===== config.mk =====
export PLATFORM = sky130hd
export DESIGN_NAME = tcp_timer16
export DESIGN_NICKNAME = d
export VERILOG_FILES = /design/src/rtl/tcp_pkg.sv /design/src/rtl/tcp_timer16.sv
export SDC_FILE = /design/constraint.sdc
export NUM_CORES = 1
export LEC_CHECK = 0
export ABC_AREA = 1
export ABC_CLOCK_PERIOD_IN_PS = 3250
export BUFFER_PORTS_ARGS = -buffer_cell sky130_fd_sc_hd__buf_4
export CAP_MARGIN = 20
export CORE_ASPECT_RATIO = 0.8
export CORE_MARGIN = 3
export CORE_UTILIZATION = 25
export CTS_CLUSTER_DIAMETER = 200
export DETAILED_ROUTE_END_ITERATION = 8
export PLACE_DENSITY_LB_ADDON = 0.3
export SLEW_MARGIN = 20
export SYNTH_ARGS = -nofsm -noshare
export SYNTH_HDL_FRONTEND = slang
export SYNTH_SLANG_ARGS = --single-unit
export TNS_END_PERCENT = 5

===== constraint.sdc =====
create_clock -name aclk -period 3.25 [get_ports aclk]
set_input_delay 0.975 -clock aclk [delete_from_list [all_inputs] [get_ports aclk]]
set_output_delay 0.975 -clock aclk [all_outputs]
set_load 0.05 [all_outputs]

===== src/rtl/tcp_pkg.sv =====
/*
 Package of the 16-bit capture / pulse timer: register offsets, field
 positions, codes and the carried state of the block.
 Assumes an AXI4-Lite bus with 32-bit data and byte addresses.
*/
package tcp_pkg;
    // Register byte offsets
    localparam logic [7:0] OFS_RUN = 8'h00;
    localparam logic [7:0] OFS_MODE = 8'h04;
    localparam logic [7:0] OFS_FFCR = 8'h08;
    localparam logic [7:0] OFS_IRQEN = 8'h0c;
    localparam logic [7:0] OFS_CMP0 = 8'h10;
    localparam logic [7:0] OFS_CMP1 = 8'h14;
    localparam logic [7:0] OFS_CAP0 = 8'h18;
    localparam logic [7:0] OFS_CAP1 = 8'h1c;
    localparam logic [7:0] OFS_COUNT = 8'h20;
    localparam logic [7:0] OFS_STATUS = 8'h24;
    localparam logic [7:0] OFS_MASK = 8'h28;
    // Run register bits
    localparam int RUN_CNT = 0;
    localparam int RUN_PRE = 2;
    localparam int RUN_DBUF = 7;
    // Mode register fields
    localparam int MODE_CLR = 5;
    localparam int MODE_SWCAP = 6;
    localparam int MODE_CPM_LO = 3;
    localparam logic [1:0] CLK_EXT = 2'h0;
    localparam logic [1:0] CLK_DIV2 = 2'h1;
    localparam logic [1:0] CLK_DIV8 = 2'h2;
    localparam logic [1:0] CPM_OFF = 2'h0;
    localparam logic [1:0] CPM_RISE_FALL = 2'h2;
    // Prescaler tap masks for the three internal clocks
    localparam logic [7:0] PRE_MASK2 = 8'h01;
    localparam logic [7:0] PRE_MASK8 = 8'h07;
    localparam logic [7:0] PRE_MASK32 = 8'h1f;
    // Flip-flop control bits
    localparam int FF_CLEAR = 0;
    localparam int FF_POL = 1;
    localparam int FF_T0 = 2;
    localparam int FF_T1 = 3;
    localparam int FF_TCAP = 4;
    // Interrupt enable priority fields
    localparam int IE_C0_LO = 0;
    localparam int IE_C1_LO = 4;
    // Status bits
    localparam int ST_C0 = 0;
    localparam int ST_C1 = 1;
    localparam int ST_TRIG = 2;
    // AXI responses
    localparam logic [1:0] RESP_OKAY = 2'h0;
    localparam logic [1:0] RESP_SLVERR = 2'h2;

    // Carried state of the whole block
    typedef struct packed {
        logic aw_got;
        logic w_got;
        logic [7:0] waddr;
        logic [31:0] wdata;
        logic [3:0] wstrb;
        logic bvalid;
        logic [1:0] bresp;
        logic rvalid;
        logic [31:0] rdata;
        logic [1:0] rresp;
        logic [7:0] run;
        logic [7:0] mode;
        logic [7:0] ffcr;
        logic [7:0] irqen;
        logic [15:0] cmp0;
        logic [15:0] cmp0_buf;
        logic [15:0] cmp1;
        logic [15:0] cap0;
        logic [15:0] cap1;
        logic [15:0] count;
        logic [7:0] pre;
        logic trig_prev;
        logic toggle_ff;
        logic pin;
        logic [2:0] status;
        logic [2:0] mask;
        logic irq;
        logic c0_irq;
        logic c1_irq;
        logic trig_irq;
    } tcp_state_t;
endpackage


===== src/rtl/tcp_timer16.sv =====
/*
 16-bit timer / event counter with two compares, two captures, a toggle
 flip-flop driving the pulse pin, and an AXI4-Lite register slave.
 Assumes pins already synchronous to aclk and one AXI master.
*/
// Decided for this implementation: the AXI4-Lite register port and the register addresses.
`timescale 1ns/1ps
`default_nettype none
module tcp_timer16 (
    input wire logic aclk,
    input wire logic aresetn,
    input wire logic [7:0] s_axi_awaddr,
    input wire logic s_axi_awvalid,
    output logic s_axi_awready,
    input wire logic [31:0] s_axi_wdata,
    input wire logic [3:0] s_axi_wstrb,
    input wire logic s_axi_wvalid,
    output logic s_axi_wready,
    output logic [1:0] s_axi_bresp,
    output logic s_axi_bvalid,
    input wire logic s_axi_bready,
    input wire logic [7:0] s_axi_araddr,
    input wire logic s_axi_arvalid,
    output logic s_axi_arready,
    output logic [31:0] s_axi_rdata,
    output logic [1:0] s_axi_rresp,
    output logic s_axi_rvalid,
    input wire logic s_axi_rready,
    input wire logic trigger_count_input,
    output logic pulse_output_pin,
    output logic compare0_irq,
    output logic compare1_irq,
    output logic trigger_ext_irq,
    output logic irq
);

    ////////////////////////////////////////////////////////////////////////
    // Helpers

    // Byte-lane merge of a write into an old register value
    function automatic logic [31:0] tcp_merge(input logic [31:0] old, input logic [31:0] d,
                                              input logic [3:0] strb);
        logic [31:0] r;
        r = old;
        for (int i = 0; i < 4; i++) begin
            if (strb[i]) begin
                r[i*8 +: 8] = d[i*8 +: 8];
            end
        end
        return r;
    endfunction

    // Address decode shared by read and write sides
    function automatic logic tcp_mapped(input logic [7:0] a);
        return (a <= tcp_pkg::OFS_MASK) && (a[1:0] == 2'h0);
    endfunction

    ////////////////////////////////////////////////////////////////////////
    // State

    tcp_pkg::tcp_state_t s; // Registered state
    tcp_pkg::tcp_state_t next_s; // Next state
    logic [31:0] wv; // Merged write value
    logic do_wr; // Write commits this cycle
    logic tick; // Prescaler clock tick
    logic cnt_en; // Counter advances
    logic [15:0] cnt_nx; // Counter after advance
    logic m0; // Compare-0 match event
    logic m1; // Compare-1 match event
    logic rise; // Trigger rising edge
    logic fall; // Trigger falling edge
    logic cap0_ld; // Capture 0 loads
    logic trig_ev; // Trigger interrupt event
    logic [2:0] ev; // Status set events
    logic [7:0] pmask; // Selected prescaler tap
    logic [31:0] rd; // Read mux value

    ////////////////////////////////////////////////////////////////////////
    // Next-state logic

    // Whole block: bus slave, counter, compare, capture, flip-flop, irq
    always_comb begin
        next_s = s;
        wv = 32'h0000_0000;
        rd = 32'h0000_0000;

        // Write channel: address and data taken in either order
        if (s_axi_awvalid && !s.aw_got) begin
            next_s.aw_got = 1'b1;
            next_s.waddr = s_axi_awaddr;
        end
        if (s_axi_wvalid && !s.w_got) begin
            next_s.w_got = 1'b1;
            next_s.wdata = s_axi_wdata;
            next_s.wstrb = s_axi_wstrb;
        end
        do_wr = s.aw_got && s.w_got && !s.bvalid;
        if (do_wr) begin
            next_s.bvalid = 1'b1;
            next_s.bresp = tcp_mapped(s.waddr) ? tcp_pkg::RESP_OKAY : tcp_pkg::RESP_SLVERR;
        end
        // Slots reopen only once the response is taken
        if (s.bvalid && s_axi_bready) begin
            next_s.bvalid = 1'b0;
            next_s.aw_got = 1'b0;
            next_s.w_got = 1'b0;
        end

        // Prescaler runs only while its run bit is set
        pmask = tcp_pkg::PRE_MASK32;
        case (s.mode[1:0])
            tcp_pkg::CLK_DIV2: pmask = tcp_pkg::PRE_MASK2;
            tcp_pkg::CLK_DIV8: pmask = tcp_pkg::PRE_MASK8;
            default: pmask = tcp_pkg::PRE_MASK32;
        endcase
        if (s.run[tcp_pkg::RUN_PRE]) begin
            next_s.pre = s.pre + 8'h01;
        end else begin
            next_s.pre = 8'h00;
        end
        tick = s.run[tcp_pkg::RUN_PRE] && ((s.pre & pmask) == pmask);

        // Trigger edges from the pin, one cycle of history
        next_s.trig_prev = trigger_count_input;
        rise = trigger_count_input && !s.trig_prev;
        fall = !trigger_count_input && s.trig_prev;

        // Clock source: pin edges, or a prescaler tap; pin counting still
        // needs the prescaler bit, software keeps it set
        if (s.mode[1:0] == tcp_pkg::CLK_EXT) begin
            cnt_en = s.run[tcp_pkg::RUN_CNT] && s.run[tcp_pkg::RUN_PRE] && rise;
        end else begin
            cnt_en = s.run[tcp_pkg::RUN_CNT] && tick;
        end

        // Counter wraps at 16 bits unless clear-on-match is set
        if (s.mode[tcp_pkg::MODE_CLR] && (s.count == s.cmp1)) begin
            cnt_nx = 16'h0000;
        end else begin
            cnt_nx = s.count + 16'h0001;
        end
        m0 = cnt_en && (cnt_nx == s.cmp0);
        m1 = cnt_en && (cnt_nx == s.cmp1);
        if (cnt_en) begin
            next_s.count = cnt_nx;
        end

        // Duty buffer lands with the period match
        if (m1 && s.run[tcp_pkg::RUN_DBUF]) begin
            next_s.cmp0 = s.cmp0_buf;
        end

        // Hardware captures; capture mode 00 blocks the pin
        cap0_ld = (s.mode[4:3] != tcp_pkg::CPM_OFF) && rise;
        if (cap0_ld) begin
            next_s.cap0 = s.count;
        end
        if ((s.mode[4:3] == tcp_pkg::CPM_RISE_FALL) && fall) begin
            next_s.cap1 = s.count;
        end
        // Trigger interrupt moves to the falling edge in mode 10
        if (s.mode[4:3] == tcp_pkg::CPM_RISE_FALL) begin
            trig_ev = fall;
        end else begin
            trig_ev = rise;
        end

        // Toggle flip-flop; several sources in one cycle toggle once each
        if ((m0 && s.ffcr[tcp_pkg::FF_T0]) ^ (m1 && s.ffcr[tcp_pkg::FF_T1])
            ^ (cap0_ld && s.ffcr[tcp_pkg::FF_TCAP])) begin
            next_s.toggle_ff = !s.toggle_ff;
        end

        // Register writes
        if (do_wr) begin
            case (s.waddr)
                tcp_pkg::OFS_RUN: begin
                    wv = tcp_merge({24'h0, s.run}, s.wdata, s.wstrb);
                    next_s.run = wv[7:0];
                end
                tcp_pkg::OFS_MODE: begin
                    wv = tcp_merge({24'h0, s.mode}, s.wdata, s.wstrb);
                    next_s.mode = wv[7:0] & ~(8'h01 << tcp_pkg::MODE_SWCAP);
                    if (wv[tcp_pkg::MODE_SWCAP]) begin
                        next_s.cap0 = s.count;
                    end
                end
                tcp_pkg::OFS_FFCR: begin
                    wv = tcp_merge({24'h0, s.ffcr}, s.wdata, s.wstrb);
                    next_s.ffcr = wv[7:0] & ~(8'h01 << tcp_pkg::FF_CLEAR);
                    if (wv[tcp_pkg::FF_CLEAR]) begin
                        next_s.toggle_ff = 1'b0;
                    end
                end
                tcp_pkg::OFS_IRQEN: begin
                    wv = tcp_merge({24'h0, s.irqen}, s.wdata, s.wstrb);
                    next_s.irqen = wv[7:0] & 8'h77;
                end
                tcp_pkg::OFS_CMP0: begin
                    wv = tcp_merge({16'h0, s.cmp0_buf}, s.wdata, s.wstrb);
                    next_s.cmp0_buf = wv[15:0];
                    // Unbuffered: the value takes effect at once
                    if (!s.run[tcp_pkg::RUN_DBUF]) begin
                        next_s.cmp0 = wv[15:0];
                    end
                end
                tcp_pkg::OFS_CMP1: begin
                    wv = tcp_merge({16'h0, s.cmp1}, s.wdata, s.wstrb);
                    next_s.cmp1 = wv[15:0];
                end
                tcp_pkg::OFS_MASK: begin
                    wv = tcp_merge({29'h0, s.mask}, s.wdata, s.wstrb);
                    next_s.mask = wv[2:0];
                end
                tcp_pkg::OFS_STATUS: begin
                    wv = tcp_merge(32'h0, s.wdata, s.wstrb);
                end
                default: begin
                    wv = 32'h0000_0000;
                end
            endcase
        end

        // Sticky status; a set in the clearing cycle survives
        ev = 3'h0;
        ev[tcp_pkg::ST_C0] = m0;
        ev[tcp_pkg::ST_C1] = m1;
        ev[tcp_pkg::ST_TRIG] = trig_ev;
        if (do_wr && (s.waddr == tcp_pkg::OFS_STATUS)) begin
            next_s.status = (s.status & ~wv[2:0]) | ev;
        end else begin
            next_s.status = s.status | ev;
        end
        next_s.irq = |(next_s.status & next_s.mask);

        // Compare pulses gated by a nonzero priority field; trigger pulse ungated
        next_s.c0_irq = m0 && (s.irqen[tcp_pkg::IE_C0_LO +: 3] != 3'h0);
        next_s.c1_irq = m1 && (s.irqen[tcp_pkg::IE_C1_LO +: 3] != 3'h0);
        next_s.trig_irq = trig_ev;

        // Pin polarity chosen by software
        next_s.pin = next_s.toggle_ff ^ s.ffcr[tcp_pkg::FF_POL];

        // Read channel: one cycle from address to data
        case (s_axi_araddr)
            tcp_pkg::OFS_RUN: rd = {24'h0, s.run};
            tcp_pkg::OFS_MODE: rd = {24'h0, s.mode};
            tcp_pkg::OFS_FFCR: rd = {24'h0, s.ffcr};
            tcp_pkg::OFS_IRQEN: rd = {24'h0, s.irqen};
            tcp_pkg::OFS_CMP0: rd = {16'h0, s.cmp0};
            tcp_pkg::OFS_CMP1: rd = {16'h0, s.cmp1};
            tcp_pkg::OFS_CAP0: rd = {16'h0, s.cap0};
            tcp_pkg::OFS_CAP1: rd = {16'h0, s.cap1};
            tcp_pkg::OFS_COUNT: rd = {16'h0, s.count};
            tcp_pkg::OFS_STATUS: rd = {29'h0, s.status};
            tcp_pkg::OFS_MASK: rd = {29'h0, s.mask};
            default: rd = 32'h0000_0000;
        endcase
        if (s_axi_arvalid && !s.rvalid) begin
            next_s.rvalid = 1'b1;
            next_s.rdata = rd;
            next_s.rresp = tcp_mapped(s_axi_araddr) ? tcp_pkg::RESP_OKAY : tcp_pkg::RESP_SLVERR;
        end else if (s.rvalid && s_axi_rready) begin
            next_s.rvalid = 1'b0;
        end
    end

    ////////////////////////////////////////////////////////////////////////
    // Registers

    // Synchronous reset to a stopped, cleared timer
    always_ff @(posedge aclk) begin
        if (!aresetn) begin
            s <= '0;
        end else begin
            s <= next_s;
        end
    end

    ////////////////////////////////////////////////////////////////////////
    // Outputs, all straight from flops

    assign s_axi_awready = !s.aw_got;
    assign s_axi_wready = !s.w_got;
    assign s_axi_bvalid = s.bvalid;
    assign s_axi_bresp = s.bresp;
    assign s_axi_arready = !s.rvalid;
    assign s_axi_rvalid = s.rvalid;
    assign s_axi_rdata = s.rdata;
    assign s_axi_rresp = s.rresp;
    assign pulse_output_pin = s.pin;
    assign compare0_irq = s.c0_irq;
    assign compare1_irq = s.c1_irq;
    assign trigger_ext_irq = s.trig_irq;
    assign irq = s.irq;

endmodule // tcp_timer16
`default_nettype wire


# Yosys cells after proc, flatten, opt, wreduce, memory -nomap -nowiden
# Cells that the tools add are included.
# W data, S select, Z words.
[word_totals]
reg_bits = 213
output_inout_bits = 46
[op_classes]
add_sub_neg = 2
order_cmp = 2
n_eq_ne = 24
muxes = 40
n_bitwise = 10
n_reduce_logical = 52
[ops]
columns = ["operator", "n"]
rows = [
  ["$pmux W16 S11", 1],
  ["$mux W16", 7],
  ["$mux W8", 11],
  ["$mux W64", 1],
  ["$eq A16 B16 Y1", 3],
  ["$eq A8 B5 Y1 const B", 6],
  ["$eq A8 B6 Y1 const B", 5],
  ["$eq A8 B4 Y1 const B", 4],
  ["$mux W32", 1],
  ["$logic_and A1 B1 Y1", 27],
  ["$pmux W3 S8", 1],
  ["$mux W3", 6],
  ["$add A16 B1 Y16 const B", 1],
  ["$eq A8 B3 Y1 const B", 2],
  ["$le A8 B6 Y1 const B", 2],
  ["$logic_not A8 Y1", 2],
  ["$reduce_and A2 Y1", 7],
  ["$pmux W5 S2", 1],
  ["$add A8 B1 Y8 const B", 1],
  ["$and A8 B8 Y8", 1],
  ["$eq A8 B8 Y1", 1],
  ["$mux W1", 8],
  ["$logic_not A1 Y1", 7],
  ["$mux W7", 1],
  ["13 further kinds", 23],
]

# Longest topological paths before layout
# Gate-level depths: netlist (run 1).
[depth]
depth_word = 16
depth_mapped = 23

# Least setup slack after synthesis (run 1)
# OpenSTA, ideal clock, no wires.
[synth_path]
kind = "input port to flip-flop"
startpoint = "input port s_axi_araddr[6]"
endpoint = "register s, in the netlist s_axi_rdata[5]"
setup_ns = 0.070
arrival_ns = 2.697
required_time_ns = 3.180
path_slack_ns = 0.483
stages = 12
n_path_buf = 1
cell_sequence = "nor2_1 -> inv_1 -> nor3_1 -> inv_1 -> nor2_1 -> inv_1 -> clkbuf_1 -> o22ai_1 -> a221oi_1 -> o2111ai_1 -> nand2_1 -> a21oi_1"
[synth_between]
elab_chain_cells = 2
word_cells_on_any_way = 12
[synth_lines]
columns = ["item", "line", "text"]
rows = [
  ["from (decl)", "tcp_timer16.sv:22", "input wire logic [7:0] s_axi_araddr,"],
  ["$eq A8 B6 Y1 (tied with other cells)", "tcp_timer16.sv:245", "case (s_axi_araddr)"],
  ["$pmux W16 S11 *", "tcp_timer16.sv:245", ""],
  ["to (signal assigned)", "tcp_timer16.sv:276", "s <= next_s;"],
  ["to (decl)", "tcp_timer16.sv:61", "tcp_pkg::tcp_state_t s;"],
]
# Mark *: on every way between the ends. The rest lies on a longest branch, timed or not.
# A chain may end at the register's enable or synchronous reset.

# Worst setup path after layout (run 1)
[layout_path]
startpoint = "register s[32] in the netlist's numbering"
endpoint = "register s, in the netlist compare1_irq"
[layout_between]
elab_chain_cells = 6
word_cells_on_any_way = 7
[layout_lines]
columns = ["item", "line", "text"]
rows = [
  ["branches (longest 2 deep; another with $add A16 B1 Y16)", "--", ""],
  ["$mux W16 *", "tcp_timer16.sv:137", "if (s.mode[tcp_pkg::MODE_CLR] && (s.count == s.cmp1)) begin"],
  ["$eq A16 B16 Y1 *", "tcp_timer16.sv:143", "m1 = cnt_en && (cnt_nx == s.cmp1);"],
  ["$logic_and A1 B1 Y1 *", "tcp_timer16.sv:143", ""],
  ["$logic_and A1 B1 Y1 *", "tcp_timer16.sv:238", "next_s.c1_irq = m1 && (s.irqen[tcp_pkg::IE_C1_LO +: 3] != 3'h0);"],
]
# Every way passes the cells marked *.

==> results of run 1 <==
-- routing by layer --
| metal | up-vias | wire length (um) |
|---|---|---|
| met5 | - | 0 |
| met4 | 0 | 422 |
| met3 | 23 | 3474 |
| met2 | 438 | 13500 |
| met1 | 4699 | 18170 |
| li1 | 4989 | - |
-- state kept, by name (all words and copies together), names as in the netlist, named ones only --
register	count
s_axi_rresp	1
s_axi_bvalid	1
s_axi_rvalid	1
pulse_output_pin	1
compare1_irq	1
s_axi_rdata	16
s	152
irq	1
s_axi_bresp	1
compare0_irq	1
trigger_ext_irq	1
-- power breakdown --
part / internal (W) / leakage [nW] / switching [W]
combinational: 0.000102 / 2.99 / 0.000255
clock: 0.000978 / 0.253 / 0.000961
sequential: 0.00237 / 1.54 / 0.0000461
-- worst max-delay path, cell delays in order, from the launching register on --
cell	delay [ns]
dfxtp_1	0.46
inv_1	0.09
nand2_1	0.10
nand4_1	0.10
nor2_1	0.34
nand3_4	0.26
nand3_1	0.18
nand2_1	0.07
nor2_1	0.14
nand2_1	0.08
nor2_2	0.24
nand3_1	0.19
buf_4	0.18
a311oi_1	0.38
buf_4	0.19
-- logic make-up (layout without fill, tap and decap cells) --
| group | count (synthesis) | after routing |
|---|---|---|
| xor gates and xnor gates | 16 | 16 |
| other | 1 | 18 |
| adders and majority gates | 4 | 4 |
| AOI/OAI and AO/OA | 410 | 410 |
| DFF | 190 | 190 |
| and+or+nand+nor | 544 | 545 |
| buffers and inverters | 296 | 379 |
-- what timing repair did --
item,in CTS,in global routing
setup buffers,0,1
gates resized for setup,0,10
setup endpoints to repair,0,20
-- layout by cell type (no fill, tap or decap), types with 5 or more instances in the layout --
cell / count
nand4_1: 17
clkbuf_16: 17
a211oi_1: 20
a21oi_1: 147
nor3_2: 5
dfxtp_1: 188
conb_1: 18
o21ai_1: 14
o22ai_1: 18
o21ai_0: 146
nand3_1: 69
inv_2: 11
o2111ai_1: 6
inv_1: 186
nor2_1: 144
nand2_1: 270
nor3_1: 13
o221ai_1: 7
xor2_1: 13
a21oi_2: 8
buf_4: 148
nand3b_1: 5
o211ai_1: 23
-- worst max path at each step --
stage	startpoint	endpoint	slack, ns	depth (start not counted)
after floorplan	s_axi_araddr[6]	s_axi_rdata[5]	0.48	12
after global placement	trigger_count_input	compare0_irq	0.07	12
after detailed placement	trigger_count_input	s[101]	0.14	12
after CTS	register	s[104]	0.19	18
after global routing	s[23]	pulse_output_pin	0.006	18
final	s[32]	compare1_irq	0.18	14
-- final cells by class --
type                    instances  area [um2]  area share (%)
repair buffers                150        1151           9.733
clock buffers                  18       429.2           3.629
inverters                     199       747.0           6.316
well taps                     528       660.6           5.586
multi-input cells             993        4941           41.78
clock inverters                12       91.34          0.7723
flip-flops and latches        190        3806           32.18
-- stage by stage --
stage / util, % / cell area, um2 / setup WS (ns)
floorplan: - / 9990 / 0.4830
global placement: 29.09 / 11250 / 0.07118
detailed placement: 29.09 / 11250 / 0.1371
CTS: 30.43 / 11770 / 0.1928
global route: 30.58 / 11830 / 0.006466
finish: 30.58 / 11830 / 0.1848
==> flow_summary.yaml, run 1 <==
synthesis:
  ys_seq_elements: 190
  yosys.cell_count.top_type: "nand2_1"
  synthSimpleGateAreaFrac_pct: 23.30
  yosysSeqAreaShare_pct: 38.32
  synth_top_family_by_area: "compound AO/OA/AOI/OAI gates"
  synth_area_leaders: "dfxtp_1 38%, nand2_1 10%, o21ai_0 7.5%"
  synthMuxAreaShare_pct: 0
  synth-xor-area-share_pct: 1.412
  synth-edff-count: 0
  ys_async_sr_fraction_pct: 0
  postSynthCellCount: 1461
  synth_area_mm2: 0.009926
  synth-compound-area-share_pct: 23.41
  ys_types: 49
  syn_area_per_cell_um2: 6.794
  yosysTopAreaCell: "dfxtp_1"
  yosys-top-cells-count: "270 x nand2_1, 190 x dfxtp_1, 187 x inv_1"
  synth_top_area_share_pct: 38.32
  synth_flop_cell: "dfxtp_1"
  ys_warn_count: 0
  synth_fa_ha_area_share_pct: 0.5042
hold_path:
  hold_class: "reg2reg"
  holdPathStages: 2
  min_to: "s[54]"
  hp-start: "s[54]"
timing:
  fin_crit_sh_pct: 94.32
  rsz0062_at_grt: "false"
  slew_viol_final: 0
  fmax_mhz: 326.2
  hold_violations: 0
  fin_crit_ns: 3.065
  worstMarginPinSlew_ns: 0.6556
  setup_tns_ns: 0
  relSlewSlack_pct: 56.02
  fin_skew_ns: 0.01130
  hold_slack_ns: 0.4550
  setup_violations: 0
clocking:
  cts_tree: "done"
  clockBufferDepth: 2
  ctsHoldBuffers: 0
  cts.sinks: 190
  htreeDepth: 4
  numCtsBuffers: 17
  clk-insertion-delay-late_ns: 0.44
  cts_root_buffer: "clkbuf_16"
  clkTransAtPathRegs_ns: 0.07
global_routing:
  antenna_found_initial: 0
  grt_max_degree: 61
  grtUsageMet3_pct: 3.770
  track_usage_pct: 16.57
  met2_usage_pct: 22.46
  grt-ovfl-total: 0
  grt_busiest_layer: "met1"
  grt_pass1_wl_um: 53930
  use_met1_pct: 26.05
  grt_pass1_vias: 9285
run:
  maxCapViolCount: 0
power:
  irDropWorstVdd_v: 0.0003677
  p_leak_nw: 4.782
  pwr_density_cell_mw_per_mm2: 398.1
  finalPower_w: 0.004708
placement:
  gp_congestion: 0.9569
  place_inst: 2058
  hpwlAfterDp_um: 27550
  io_buffers: 69
detailed_routing:
  wire_per_inst_um: 17.02
  ant_nets: 0
  dr.pass1.iters: 7
  drc_errors: 0
  wirelength_um: 35570
  via_count: 10149
  viasPerCell: 4.856
  drtIter0Drc: 1223
worst_setup_path:
  ff2ff_path_depth: 14
  r2r-end: "compare1_irq"
  arrival_ns: 3.45
  r2r_start: "s[32]"
  crit_required_ns: 3.63
  start_kind: "register"
  crit_type: "reg2reg"
  ff2ff_setup_slack_ns: 0.18
  critPathMaxFanout: 14
  worst_setup_path_end_kind: "register"
floorplan:
  fp-row-count: 64
  coreArea_mm2: 0.03868
  start_util_pct: 25.66
  die-area_mm2: 0.04214
  io_pins: 106
  die_h_um: 184.2
  die_x_um: 228.8
cells_and_area:
  fill_cells: 4252
  final_nets: 1615
  drive_gt1_share_pct: 14.08
  syn2layout_area_growth_pct: 19.15
  stdcell_count: 2090
  antenna_cells: 0
outcome:
  status: "finished, final reports clean"
Power figures use the tool's default switching activity.
==> run 2: changes to the inputs <==
==> constraint.sdc (replaced) <==
create_clock -name aclk -period 3.25 [get_ports aclk]
set_input_delay 0.4875 -clock aclk [delete_from_list [all_inputs] [get_ports aclk]]
set_output_delay 0.4875 -clock aclk [all_outputs]
set_load 0.05 [all_outputs]
==> run 2 against run 1 <==
  * Non-clock buffer count increased by 6
  * Sequential power about the same
  * Routed wire length increased by 1.0%
  * Register-to-register slack got worse by 0.02 ns
  * Global-route usage about the same
  * Die area unchanged
  * Worst setup slack got worse by 0.024 ns
  * Utilization increased by 0.19 points
  * First-iteration DRC count decreased by 7.3%
  * Cell area increased by 0.61%
  * Total power increased by 2.7%
  * Clock skew increased by 0.00097 ns
==> flow_summary.yaml, run 2 (synthesized netlist as in run 1, its figures left out) <==
timing:
  hold_violations: 0
  slew_viol_final: 0
  setup_violations: 0
  postLayoutSetupSlackWorst_ns: 0.1607
  setup_tns_ns: 0
  fmax_mhz: 323.7
  fin_crit_ns: 3.089
  hold_slack_ns: 0.2477
  worstMarginPinSlew_ns: 0.7383
  fin_crit_sh_pct: 95.06
  relSlewSlack_pct: 50.78
  fin_skew_ns: 0.01227
worst_setup_path:
  critPathMaxFanout: 11
  ff2ff_path_depth: 18
  r2r_start: "s[23]"
  start_kind: "register"
  cp_slowest_cell: "dfxtp_1"
  arrival_ns: 3.45
  path_cells: "xnor2_1, nand3_1, nor2_4, nand3_4, buf_4, nand3_1, nand2_1, nor2_1, nand2_1, nor2_2, nand3_1, nor2_1, nand2_1, nand3_1, nand2_1, nand3_1, nand2_1, nor2_1"
  r2r-end: "pulse_output_pin"
  ff2ff_setup_slack_ns: 0.16
  worst_setup_path_end_kind: "register"
  crit_required_ns: 3.61
  startpoint: "s[23]"
  crit_type: "reg2reg"
  critPathMaxStageDelay_ns: 0.51
placement:
  placed_area_mm2: 0.01127
  io_buffers: 69
  gp_congestion: 0.9262
  place_inst: 2061
  dp_slack_ns: 0.2241
  hpwlAfterDp_um: 27630
floorplan:
  fp-row-count: 64
  coreArea_mm2: 0.03868
  start_util_pct: 25.66
  die-area_mm2: 0.04214
  die_x_um: 228.8
  die_h_um: 184.2
  io_pins: 106
global_routing:
  grt_pass1_vias: 9007
  grt_pass1_wl_um: 53830
  antenna_found_initial: 0
  track_usage_pct: 16.60
  grt_max_degree: 80
  grt-ovfl-total: 0
detailed_routing:
  wire_per_inst_um: 17.13
  top_layer: "met4"
  drc_errors: 0
  met2_length_um: 13900
  drtIter0Drc: 1134
  wl_met3_um: 3757
  wirelength_um: 35930
  dr.pass1.iters: 5
  ant_nets: 0
  met1_length_um: 18060
  via_count: 10049
  viasPerCell: 4.790
cells_and_area:
  drive_gt1_share_pct: 14.59
  syn2layout_area_growth_pct: 19.88
  regMostFlops: "s"
  mostFrequentLayoutCell: "nand2_1"
  ff_latch_area_mm2: 0.003805
  stdcell_count: 2098
  multi_input_area_mm2: 0.004938
  antenna_cells: 0
  fill_cells: 4220
  largest_reg_flops: 152
  fin_area_mm2: 0.01190
  final_nets: 1621
  final_cell_mix: "270 x nand2_1, 189 x dfxtp_1, 186 x inv_1, 155 x buf_4, 148 x o21ai_0"
power:
  p_leak_nw: 4.793
  irDropWorstVdd_v: 0.0003475
  pwr_density_cell_mw_per_mm2: 406.3
clocking:
  htreeDepth: 4
  clk-insertion-delay-late_ns: 0.45
  cts_root_buffer: "clkbuf_16"
  numCtsBuffers: 17
  clkTransAtPathRegs_ns: 0.08
  cts.sinks: 190
  clockBufferDepth: 2
  cts_tree: "done"
run:
  maxCapViolCount: 0
hold_path:
  min_to: "s[12]"
  hold_class: "in2reg"
  hp-start: "trigger_count_input"
  holdPathStages: 3
outcome:
  status: "finished, final reports clean"
## run 2: cell count changes in the layout (fill, tap and decap cells not counted), sizes merged
cell      previous run  this run
buf                150       156
inv                200       204
clkinv               9         8
clkinvlp             2         1
## run 2: per-layer routing
| layer | global-route usage [%] | vias to the layer above |
|---|---|---|
| met5 | 0 | - |
| met4 | 2.759 | 0 |
| met3 | 4.496 | 20 |
| met2 | 22.41 | 421 |
| met1 | 26.10 | 4622 |
| li1 | - | 4986 |
## run 2: repair_timing
action | 4_1_cts | 5_1_grt
gates resized for setup | 0 | 7
hold buffers | 0 | 0
hold endpoints to repair | 0 | 0
buffers inserted | 0 | 4
setup endpoints to repair | 0 | 18
## run 2: how the worst max path moves through the flow
| stage | end | slack [ns] |
|---|---|---|
| floorplan | s[110] | 0.83 |
| global placement | pulse_output_pin | 0.19 |
| detailed placement | pulse_output_pin | 0.22 |
| CTS | s[106] | 0.20 |
| global route | pulse_output_pin | -0.01 |
| finish | pulse_output_pin | 0.16 |
## run 2: worst max-delay path: cells and delay by family (launching register included)
family | cells | cell delay (ns)
flip-flops | 1 | 0.51
XOR/XNOR | 1 | 0.20
AND/OR/NAND/NOR | 16 | 2.08
buffers and inverters | 1 | 0.20
## run 2: power breakdown
| part | internal (W) | switching [W] |
|---|---|---|
| sequential | 0.00236 | 0.0000475 |
| combinational | 0.000100 | 0.000256 |
| clock | 0.00103 | 0.00104 |
| total | 0.00349 | 0.00134 |
## run 2: per-stage QoR
stage,util [%],power [W]
6_report,30.76,0.004835
5_1_grt,30.76,0.005007
4_1_cts,30.61,0.004886
3_5_place_dp,29.15,0.002818
3_3_place_gp,29.15,0.002813
2_1_floorplan,-,0.002698
## run 2: cell type report
type | count | share of cell area (%)
flip-flops and latches | 190 | 31.98
multi-input cells | 993 | 41.50
well taps | 528 | 5.552
clock buffers | 18 | 3.691
clock inverters | 14 | 1.052
inverters | 199 | 6.278
repair buffers | 156 | 9.947
